[src/redriver_cfg_pkg.sv]
// Constants shared by the channel configuration register bank.
// Assumes one management clock; the bus target outside supplies byte accesses.
`default_nettype none

package redriver_cfg_pkg;

   // ---------------------------------------------------------------
   // Geometry
   // ---------------------------------------------------------------
   localparam int NUM_CHANNELS = 4;
   localparam int NUM_BLOCKS = 7;
   localparam logic [2:0] WIN_BCAST_ALL = 3'h4;
   localparam logic [2:0] WIN_BCAST_LOW = 3'h5;
   localparam logic [2:0] WIN_BCAST_HIGH = 3'h6;
   localparam logic [1:0] CH_FIRST = 2'h0;
   localparam logic [1:0] CH_THIRD = 2'h2;

   // ---------------------------------------------------------------
   // Register offsets inside a channel window
   // ---------------------------------------------------------------
   localparam logic [4:0] OFS_EQ_CTRL = 5'h01;
   localparam logic [4:0] OFS_SHAPE_GAIN = 5'h03;
   localparam logic [4:0] OFS_TERM_SENSE = 5'h04;
   localparam logic [4:0] OFS_PWR_TAKEOVER = 5'h05;
   localparam logic [4:0] OFS_BIAS = 5'h06;

   // ---------------------------------------------------------------
   // Values after reset
   // ---------------------------------------------------------------
   localparam logic [7:0] RST_EQ_CTRL = 8'h00;
   localparam logic [7:0] RST_SHAPE_GAIN = 8'h05;
   localparam logic [7:0] RST_TERM_SENSE = 8'h04;
   localparam logic [7:0] RST_PWR_TAKEOVER = 8'h7F;
   localparam logic [7:0] RST_BIAS = 8'h20;

   // ---------------------------------------------------------------
   // Writable bit masks, reserved bits are zero here
   // ---------------------------------------------------------------
   localparam logic [7:0] WMASK_SHAPE_GAIN = 8'h7F;
   localparam logic [7:0] WMASK_TERM_SENSE = 8'h07;
   localparam logic [7:0] WMASK_BIAS = 8'h38;
   localparam logic [6:0] PWR_ALL_OFF = 7'h00;
   localparam logic [6:0] PWR_ALL_ON = 7'h7F;

   // ---------------------------------------------------------------
   // Flat gain codes
   // ---------------------------------------------------------------
   localparam logic [2:0] DC_GAIN_M6 = 3'h0;
   localparam logic [2:0] DC_GAIN_M4 = 3'h1;
   localparam logic [2:0] DC_GAIN_M2 = 3'h3;
   localparam logic [2:0] DC_GAIN_0 = 3'h5;
   localparam logic [2:0] DC_GAIN_P2 = 3'h7;

   // ---------------------------------------------------------------
   // Poll counts before termination is declared
   // ---------------------------------------------------------------
   localparam logic [1:0] POLLS_PLAIN = 2'h1;
   localparam logic [1:0] POLLS_TWO = 2'h2;
   localparam logic [1:0] POLLS_THREE = 2'h3;

   localparam logic [4:0] EQ_INDEX_DEFAULT = 5'h1F;

   // Equalizer index to {offset 0x01 value, boost shape}
   function automatic logic [11:0] eq_index_encode(input logic [4:0] index);
      logic [11:0] r;
      r = 12'h000;
      unique case (index)
         5'h00: r = {8'h80, 4'h0};
         5'h01: r = {8'h88, 4'h0};
         5'h02: r = {8'h98, 4'h0};
         5'h05: r = {8'h00, 4'h1};
         5'h06: r = {8'h08, 4'h1};
         5'h07: r = {8'h10, 4'h1};
         5'h08: r = {8'h18, 4'h3};
         5'h09: r = {8'h20, 4'h3};
         5'h0A: r = {8'h29, 4'h7};
         5'h0B: r = {8'h31, 4'h7};
         5'h0C: r = {8'h41, 4'h7};
         5'h0D: r = {8'h51, 4'h7};
         5'h0E: r = {8'h52, 4'hF};
         5'h0F: r = {8'h5B, 4'hF};
         5'h10: r = {8'h64, 4'hF};
         5'h11: r = {8'h6D, 4'hF};
         5'h12: r = {8'h76, 4'hF};
         5'h13: r = {8'h7F, 4'hF};
         default: r = {8'h00, 4'h0};
      endcase
      return r;
   endfunction

endpackage

`default_nettype wire

[src/redriver_channel_config_regs.sv]
// Channel configuration registers of one bank of a four-channel redriver.
// Assumes the serial bus target outside matches this bank's own address and
// presents byte reads and writes on a plain same-clock register port.
//
// Contract
// - Offset 0x03 bits 6:3 hold boost shape, reset zero; bit 7 reads zero.
// - Offset 0x03 bits 2:0 pick flat gain: 0,1,3,5,7 = -6,-4,-2,0,+2 dB.
// - Term sense force bit 2 bypasses detection and always reports termination.
// - Bit 1 enables additional termination polling.
// - Bit 0 asks two or three consecutive valid polls, only with extra polling.
// - Takeover bit 7 makes register power enables replace normal power control.
// - Bits 6:0 are block power enables, reset 0x7F.
// - Offset 0x06 bias field bits 5:3, reset 0x20, other bits read zero.
// - Offset 0x01 decodes skip bit 7, first code 6:3, second code 2:0.
// - Indices 0..2 set skip with first codes 0,1,3; default clears all.
// - Boost shape per index: 1,3,7,15 by index group, zero otherwise.
// - Each bank answers its own bus address; no bank selection here.
// - Channels sit at 0x00..0x60; 0x80 writes all, reads channel zero.
`default_nettype none

module redriver_channel_config_regs (
   input wire logic SYS_CLK,
   input wire logic NRST,
   input wire logic [7:0] REG_ADDR,
   input wire logic [7:0] REG_WDATA,
   input wire logic REG_WR,
   input wire logic REG_RD,
   output logic [7:0] REG_RDATA,
   output logic REG_RVALID,
   input wire logic [3:0] POLL_STROBE,
   input wire logic [3:0] POLL_VALID,
   input wire logic [27:0] NORMAL_PWR_EN,
   output logic [3:0] TERM_PRESENT,
   output logic [3:0] FIRST_BOOST_SKIP,
   output logic [15:0] FIRST_BOOST_CODE,
   output logic [11:0] SECOND_BOOST_CODE,
   output logic [15:0] MIDBAND_BOOST_SHAPE,
   output logic [11:0] DC_LEVEL_SELECT,
   output logic [27:0] BLOCK_PWR_EN,
   output logic [11:0] BIAS_LEVEL
);

   // ---------------------------------------------------------------
   // Reset release
   // ---------------------------------------------------------------
   logic rst_meta_q;
   logic rst_meta_d;
   logic rst_sync_q;
   logic rst_sync_d;
   logic rst_n;

   always_comb begin
      rst_meta_d = 1'b1;
      rst_sync_d = rst_meta_q;
   end

   always_ff @(posedge SYS_CLK or negedge NRST) begin
      if (!NRST) begin
         rst_meta_q <= 1'b0;
         rst_sync_q <= 1'b0;
      end else begin
         rst_meta_q <= rst_meta_d;
         rst_sync_q <= rst_sync_d;
      end
   end

   assign rst_n = rst_sync_q;

   // ---------------------------------------------------------------
   // Address decode
   // ---------------------------------------------------------------
   logic [2:0] window;
   logic [4:0] reg_ofs;
   logic [3:0] wr_sel;
   logic [1:0] rd_ch;
   logic rd_hit;
   localparam logic [1:0] CH_SEL_NONE = 2'h0;

   assign window = REG_ADDR[7:5];
   assign reg_ofs = REG_ADDR[4:0];

   // Bank address matching is done by the bus target outside
   always_comb begin
      wr_sel = 4'h0;
      rd_ch = CH_SEL_NONE;
      rd_hit = 1'b0;
      if (!REG_ADDR[7]) begin
         wr_sel = 4'(4'h1 << REG_ADDR[6:5]);
         rd_ch = REG_ADDR[6:5];
         rd_hit = 1'b1;
      end else begin
         unique case (window)
            redriver_cfg_pkg::WIN_BCAST_ALL: begin
               wr_sel = 4'hF;
               rd_ch = redriver_cfg_pkg::CH_FIRST;
               rd_hit = 1'b1;
            end
            redriver_cfg_pkg::WIN_BCAST_LOW: begin
               wr_sel = 4'h3;
               rd_ch = redriver_cfg_pkg::CH_FIRST;
               rd_hit = 1'b1;
            end
            redriver_cfg_pkg::WIN_BCAST_HIGH: begin
               wr_sel = 4'hC;
               rd_ch = redriver_cfg_pkg::CH_THIRD;
               rd_hit = 1'b1;
            end
            default: ;
         endcase
      end
   end

   // ---------------------------------------------------------------
   // Channels
   // ---------------------------------------------------------------
   logic [7:0] ch_rdata [redriver_cfg_pkg::NUM_CHANNELS];
   logic [7:0] ch_eq [redriver_cfg_pkg::NUM_CHANNELS];
   logic [7:0] ch_sg [redriver_cfg_pkg::NUM_CHANNELS];
   logic [2:0] ch_ts [redriver_cfg_pkg::NUM_CHANNELS];

   for (genvar c = 0; c < redriver_cfg_pkg::NUM_CHANNELS; c++) begin : g_ch
      channel_cfg_regs u_regs (
         .clk(SYS_CLK),
         .rst_n(rst_n),
         .wr_en(REG_WR & wr_sel[c]),
         .offset(reg_ofs),
         .wdata(REG_WDATA),
         .normal_pwr_en(NORMAL_PWR_EN[c*7 +: 7]),
         .rdata(ch_rdata[c]),
         .eq_ctrl(ch_eq[c]),
         .shape_gain(ch_sg[c]),
         .term_ctrl(ch_ts[c]),
         .pwr_en(BLOCK_PWR_EN[c*7 +: 7]),
         .bias_level(BIAS_LEVEL[c*3 +: 3])
      );

      term_poll_filter u_poll (
         .clk(SYS_CLK),
         .rst_n(rst_n),
         .poll_strobe(POLL_STROBE[c]),
         .poll_valid(POLL_VALID[c]),
         .sense_force(ch_ts[c][2]),
         .extra_poll(ch_ts[c][1]),
         .count_sel(ch_ts[c][0]),
         .present(TERM_PRESENT[c])
      );

      assign FIRST_BOOST_SKIP[c] = ch_eq[c][7];
      assign FIRST_BOOST_CODE[c*4 +: 4] = ch_eq[c][6:3];
      assign SECOND_BOOST_CODE[c*3 +: 3] = ch_eq[c][2:0];
      assign MIDBAND_BOOST_SHAPE[c*4 +: 4] = ch_sg[c][6:3];
      assign DC_LEVEL_SELECT[c*3 +: 3] = ch_sg[c][2:0];
   end

   // ---------------------------------------------------------------
   // Read answer, one cycle after the strobe
   // ---------------------------------------------------------------
   logic [7:0] rdata_q;
   logic [7:0] rdata_d;
   logic rvalid_q;
   logic rvalid_d;

   always_comb begin
      rvalid_d = REG_RD;
      rdata_d = rdata_q;
      if (REG_RD) begin
         rdata_d = rd_hit ? ch_rdata[rd_ch] : 8'h00;
      end
   end

   always_ff @(posedge SYS_CLK or negedge rst_n) begin
      if (!rst_n) begin
         rdata_q <= 8'h00;
         rvalid_q <= 1'b0;
      end else begin
         rdata_q <= rdata_d;
         rvalid_q <= rvalid_d;
      end
   end

   assign REG_RDATA = rdata_q;
   assign REG_RVALID = rvalid_q;
endmodule

`default_nettype wire

[src/term_poll_filter.sv]
// Consecutive-poll filter for receiver termination of one channel.
// Assumes poll strobes come from the detection logic on the same clock.
`default_nettype none

module term_poll_filter (
   input wire logic clk,
   input wire logic rst_n,
   input wire logic poll_strobe,
   input wire logic poll_valid,
   input wire logic sense_force,
   input wire logic extra_poll,
   input wire logic count_sel,
   output logic present
);

   logic [1:0] cnt_q;
   logic [1:0] cnt_d;
   logic found_q;
   logic found_d;
   logic present_q;
   logic present_d;
   logic [1:0] need;
   logic [1:0] cnt_inc;

   // ---------------------------------------------------------------
   // Counting
   // ---------------------------------------------------------------
   always_comb begin
      need = redriver_cfg_pkg::POLLS_PLAIN;
      if (extra_poll) begin
         need = count_sel ? redriver_cfg_pkg::POLLS_THREE : redriver_cfg_pkg::POLLS_TWO;
      end
      cnt_inc = (cnt_q == redriver_cfg_pkg::POLLS_THREE) ? cnt_q : 2'(cnt_q + 2'h1);
      cnt_d = cnt_q;
      found_d = found_q;
      if (poll_strobe) begin
         if (poll_valid) begin
            cnt_d = cnt_inc;
            found_d = (cnt_inc >= need);
         end else begin
            cnt_d = 2'h0;
            found_d = 1'b0;
         end
      end
      present_d = sense_force | found_d;
   end

   always_ff @(posedge clk or negedge rst_n) begin
      if (!rst_n) begin
         cnt_q <= 2'h0;
         found_q <= 1'b0;
         present_q <= 1'b0;
      end else begin
         cnt_q <= cnt_d;
         found_q <= found_d;
         present_q <= present_d;
      end
   end

   assign present = present_q;
endmodule

`default_nettype wire

[src/channel_cfg_regs.sv]
// Register set of one redriver channel.
// Assumes a one-cycle write strobe with offset and data from the bank decoder.
`default_nettype none

module channel_cfg_regs (
   input wire logic clk,
   input wire logic rst_n,
   input wire logic wr_en,
   input wire logic [4:0] offset,
   input wire logic [7:0] wdata,
   input wire logic [6:0] normal_pwr_en,
   output logic [7:0] rdata,
   output logic [7:0] eq_ctrl,
   output logic [7:0] shape_gain,
   output logic [2:0] term_ctrl,
   output logic [6:0] pwr_en,
   output logic [2:0] bias_level
);

   logic [7:0] eq_q, eq_d;
   logic [7:0] sg_q, sg_d;
   logic [7:0] ts_q, ts_d;
   logic [7:0] pt_q, pt_d;
   logic [7:0] bi_q, bi_d;
   logic [6:0] pwr_q, pwr_d;

   // ---------------------------------------------------------------
   // Write decode
   // ---------------------------------------------------------------
   always_comb begin
      eq_d = eq_q;
      sg_d = sg_q;
      ts_d = ts_q;
      pt_d = pt_q;
      bi_d = bi_q;
      if (wr_en) begin
         unique case (offset)
            redriver_cfg_pkg::OFS_EQ_CTRL: eq_d = wdata;
            redriver_cfg_pkg::OFS_SHAPE_GAIN: sg_d = wdata & redriver_cfg_pkg::WMASK_SHAPE_GAIN;
            redriver_cfg_pkg::OFS_TERM_SENSE: ts_d = wdata & redriver_cfg_pkg::WMASK_TERM_SENSE;
            redriver_cfg_pkg::OFS_PWR_TAKEOVER: pt_d = wdata;
            redriver_cfg_pkg::OFS_BIAS: bi_d = wdata & redriver_cfg_pkg::WMASK_BIAS;
            default: ;
         endcase
      end
      // Register enables replace normal control only under takeover
      pwr_d = pt_q[7] ? pt_q[6:0] : normal_pwr_en;
   end

   always_ff @(posedge clk or negedge rst_n) begin
      if (!rst_n) begin
         eq_q <= redriver_cfg_pkg::RST_EQ_CTRL;
         sg_q <= redriver_cfg_pkg::RST_SHAPE_GAIN;
         ts_q <= redriver_cfg_pkg::RST_TERM_SENSE;
         pt_q <= redriver_cfg_pkg::RST_PWR_TAKEOVER;
         bi_q <= redriver_cfg_pkg::RST_BIAS;
         pwr_q <= redriver_cfg_pkg::PWR_ALL_ON;
      end else begin
         eq_q <= eq_d;
         sg_q <= sg_d;
         ts_q <= ts_d;
         pt_q <= pt_d;
         bi_q <= bi_d;
         pwr_q <= pwr_d;
      end
   end

   // ---------------------------------------------------------------
   // Read mux, unmapped offsets read zero
   // ---------------------------------------------------------------
   always_comb begin
      rdata = 8'h00;
      unique case (offset)
         redriver_cfg_pkg::OFS_EQ_CTRL: rdata = eq_q;
         redriver_cfg_pkg::OFS_SHAPE_GAIN: rdata = sg_q;
         redriver_cfg_pkg::OFS_TERM_SENSE: rdata = ts_q;
         redriver_cfg_pkg::OFS_PWR_TAKEOVER: rdata = pt_q;
         redriver_cfg_pkg::OFS_BIAS: rdata = bi_q;
         default: rdata = 8'h00;
      endcase
   end

   assign eq_ctrl = eq_q;
   assign shape_gain = sg_q;
   assign term_ctrl = ts_q[2:0];
   assign pwr_en = pwr_q;
   assign bias_level = bi_q[5:3];

endmodule

`default_nettype wire

[config.mk]
export PLATFORM = sky130hd
export DESIGN_NAME = redriver_channel_config_regs
export DESIGN_NICKNAME = d
export VERILOG_FILES = /design/src/redriver_cfg_pkg.sv /design/src/redriver_channel_config_regs.sv /design/src/term_poll_filter.sv /design/src/channel_cfg_regs.sv
export SDC_FILE = /design/constraint.sdc
export NUM_CORES = 1
export LEC_CHECK = 0
export ABC_AREA = 1
export BUFFER_PORTS_ARGS = -buffer_cell sky130_fd_sc_hd__buf_2
export CAP_MARGIN = 20
export CORE_MARGIN = 4
export CORE_UTILIZATION = 55
export CTS_CLUSTER_DIAMETER = 100
export CTS_CLUSTER_SIZE = 28
export DETAILED_ROUTE_END_ITERATION = 6
export GPL_ROUTABILITY_DRIVEN = 0
export PLACE_DENSITY = 0.88
export SYNTH_ARGS = -nofsm -noshare
export SYNTH_HDL_FRONTEND = slang
export SYNTH_SLANG_ARGS = --single-unit
[constraint.sdc]
create_clock -name SYS_CLK -period 6.2 [get_ports SYS_CLK]
set_input_delay 0.93 -clock SYS_CLK [delete_from_list [all_inputs] [get_ports SYS_CLK]]
set_output_delay 0.93 -clock SYS_CLK [all_outputs]
set_load 0.03 [all_outputs]
==> key figures <==
Setup path
  • Crit-path max FO: 22
  • Cell mode on critical path: nand2_1
  • Startpoint Class: input pin
  • CP required: 6.50 ns
  • Worst path depth: 8
  • Setup Crit Path Kind: input pin to flop
  • FF-to-FF setup slack: 4.42 ns
  • CP Data Arrival Time: 3.08 ns
  • Worst path bufs/invs: 3
  • Max incr delay on CP: around 0.70 ns
  • Crit end category: flop
  • Slowest CP cell: nor2_2
  • Critical Path, Cell by Cell: buf_2 -> inv_1 -> nor2_2 -> nand3_2 -> inv_2 -> nand2_1 -> nand2_1 -> o21ai_1
  • R2r worst-path depth: 7
  • Family with the most delay on the worst path: simple AND/OR/NAND/NOR gates

Timing
  • Final period utilization: 44.8%
  • Slew headroom: 34.1%
  • RSZ-0062 raised after global routing: no
  • Final setup viols: 0
  • Fin crit period: 2.78 ns
  • Fin. max-slew vios: 0
  • Final hold vios: 0
  • Fmax achieved: 360 MHz
  • Setup TNS: 0 ns
  • Worst Clk Skew: 0.0115 ns
  • Measured slew at the worst slew-check pin: 0.989 ns

Power and ir drop
  • Seq pwr share: 45.8%
  • Combinational power share: between 15 and 20%
  • Clk network pwr share: 35.8%
  • Peak VDD IR: 0.000234 V
  • Sw frac: between 30% and 40%
  • Net Switching: 0.964 mW
  • Int Pwr: 2.08 mW
  • Pwr Density: 320 nW/um^2
  • Leak: ~4.8 nW
  • Power Total: 3.05 mW

Final layout
  • Ratio of cells with drive above 1 in the final layout: 28.8%
  • Ant diodes: 0
  • Final Util: 67.6%
  • Area growth from synthesis to layout: 18.2%
  • Nets: 1158
  • Filler cells: 1117
  • Most common cell after layout, fill and taps aside: nand2_1
  • Fin area: 9530 um^2
  • Most frequent cells in the layout: 281 x nand2_1, 168 x buf_2, 98 x dfrtp_1, 96 x inv_1

Synthesis
  • Synth top area cells: dfrtp_1 31%, dfstp_2 23%, nand2_1 13%, o21ai_0 4.5%, inv_1 4.5%
  • Number of distinct library cells after synthesis: 34
  • Synth Cell Area: about 8100 um^2
  • Post-synth EDFFs: 0
  • Largest area contributor in the netlist: dfrtp_1
  • Syn Nets: 1013
  • Main flop type after synthesis: dfrtp_1
  • Seq/Total Area, Yosys: 54.2%
  • Async set or reset register ratio after synthesis: 100%
  • Synthesis Warnings: 0
  • Register bit total from synthesis: 171
  • Post-synthesis instance total: 949
  • Mapped Avg Cell Area: 8.49 um^2
  • Yosys top cell area share: 30.7%

Route
  • Post-DRT Antenna Nets: 0
  • Via Count: approximately 7400
  • DR iter-0 viols: between 1000 and 1500
  • M1 WL: 9180 um
  • Met3 WL post-DR: 2710 um
  • DR top layer: met4
  • Detailed-route DRC error count: 0
  • Vias/cell: 5.76
  • Met2 Wirelength: 11000 um
  • Drt pass-1 iters: 7
  • Wire per inst: between 15 and 20 um
  • Final wirelength: approximately 24000 um

Placed design
  • Dpl hpwl: 17000 um
  • Buffers added on ports: 168
  • Placed cell areas: between 8000 and 9000 um^2

Global route
  • Initial antenna violation count: 0
  • Largest net degree at the start of global routing: 82
  • Vias in the first global route: 7189
  • GRT Overall Usage: 29.3%
  • First-pass GRT wire length: 37400 um
  • GRT overflow: 0

CTS
  • H-tree Lvls: 4
  • CTS tree: done
  • Cts repair resizes: 0
  • CTS Hold Bufs: 0
  • TritonCTS Buffers: 17
  • Clock-pin slew on the worst setup and hold paths: 0.06 ns
  • Clock sink total: around 170
  • Worst skew pair latency: approximately 0.44 ns
  • Setup Buffers After CTS: 0
  • Max Buffers Root-to-Sink: 2
  • Root Buffer: clkbuf_16

Floorplan
  • Num rows: 43
  • Die Wd: 129 um
  • Die height: 129 um
  • Num ports: roughly 170
  • Die area: 16700 um^2
  • Core Area: 14100 um^2
  • Starting density of the core: 57.2%

Outcome
  • Status: finished, final reports clean

Worst hold path
  • Hold/Removal Path Class: flop to asynchronous set/reset pin

Run
  • Max-Cap Viols: 0
[layer usage]
metal | vias to the layer above | GRT usage (%)
met5 | - | 0
met4 | 0 | 14.0
met3 | 99 | 9.73
met2 | 509 | 45.5
met1 | 3450 | 37.4
li1 | 3354 | -
[state kept, by name, indices dropped and copies added (netlist names)]
register,count
REG_RDATA,8
REG_RVALID,1
g_ch.u_poll.cnt_q,8
g_ch.u_poll.found_q,4
g_ch.u_poll.present,4
g_ch.u_regs.bi_q,12
g_ch.u_regs.eq_ctrl,32
g_ch.u_regs.pt_q,32
g_ch.u_regs.pwr_en,28
g_ch.u_regs.shape_gain,28
g_ch.u_regs.ts_q,12
rst_meta_q,1
rst_n,1
[cell families (layout without fill, tap and decap cells)]
group	Yosys count	count (layout)	share of synthesized area (%)
adder cells (fa/ha/maj)	8	8	1.24
flip-flops	171	171	54.2
AO/OA/AOI/OAI	157	157	10.2
multiplexers	19	19	2.66
AND/OR/NAND/NOR	447	447	24.2
buffers and inverters	146	304	7.52
other	1	1	0.0465
[path summary, 6_finish.rpt]
check,end,startpoint
setup / recovery,g_ch[3].u_regs.pt_q[7]$_DFFE_PN0P_,REG_ADDR[2]
hold / removal,g_ch[3].u_regs.bi_q[3]$_DFFE_PN0P_,rst_n$_DFF_PN0_
setup reg to reg,g_ch[1].u_poll.present$_DFF_PN0_,g_ch[1].u_regs.ts_q[1]$_DFFE_PN0P_
hold reg to reg,g_ch[3].u_regs.bi_q[3]$_DFFE_PN0P_,rst_n$_DFF_PN0_
max in group asynchronous,g_ch[1].u_regs.eq_ctrl[0]$_DFFE_PN0P_,rst_n$_DFF_PN0_
min in group SYS_CLK,rst_n$_DFF_PN0_,rst_meta_q$_DFF_PN0_
[power by group through the flow]
stage,Clock [mW],Combinational [mW],Sequential (mW)
finish,1.09,0.560,1.40
global route,1.15,0.610,1.41
CTS,1.10,0.561,1.39
detailed placement,0,0.557,1.41
global placement,0,0.539,1.41
floorplan,0,0.223,1.54
[area by class of cell]
type / instances / area (um^2) / area share (%)
clock buffers: 21 / 472 / 4.95
multi-input cells: 632 / 3080 / 32.4
inverters: 102 / 388 / 4.07
flip-flops and latches: 171 / 4370 / 45.9
clock inverters: 11 / 129 / 1.35
well taps: 180 / 225 / 2.36
repair buffers: 170 / 856 / 8.98
[cells in the mapped netlist, types with 6 or more instances]
cell	n
nand4_1	43
o21ai_1	55
dfstp_2	72
dfrtp_1	99
nand2_1	281
ha_1	8
inv_1	96
nor2_1	70
buf_2	15
nand3_1	32
or2_2	6
buf_4	7
mux2_2	19
o21ai_0	72
clkbuf_1	19
a21oi_1	17
[worst reg2reg max path, stage by stage (launching register included)]
cell	delay (ns)
dfrtp_1	0.39
inv_1	0.07
or2_2	0.27
ha_1	0.27
o21a_1	0.18
o21bai_1	0.13
nand2_1	0.09
or2_2	0.27
[stage by stage]
step	hold slack, ns	instances	worst slack [ns]
finish	0.171	1287	3.42
global route	0.187	1287	3.31
CTS	0.180	1287	3.57
detailed placement	0.172	1255	3.10
global placement	0.170	1255	3.28
floorplan	0.331	949	1.21
(Power assumes the default switching activity.)
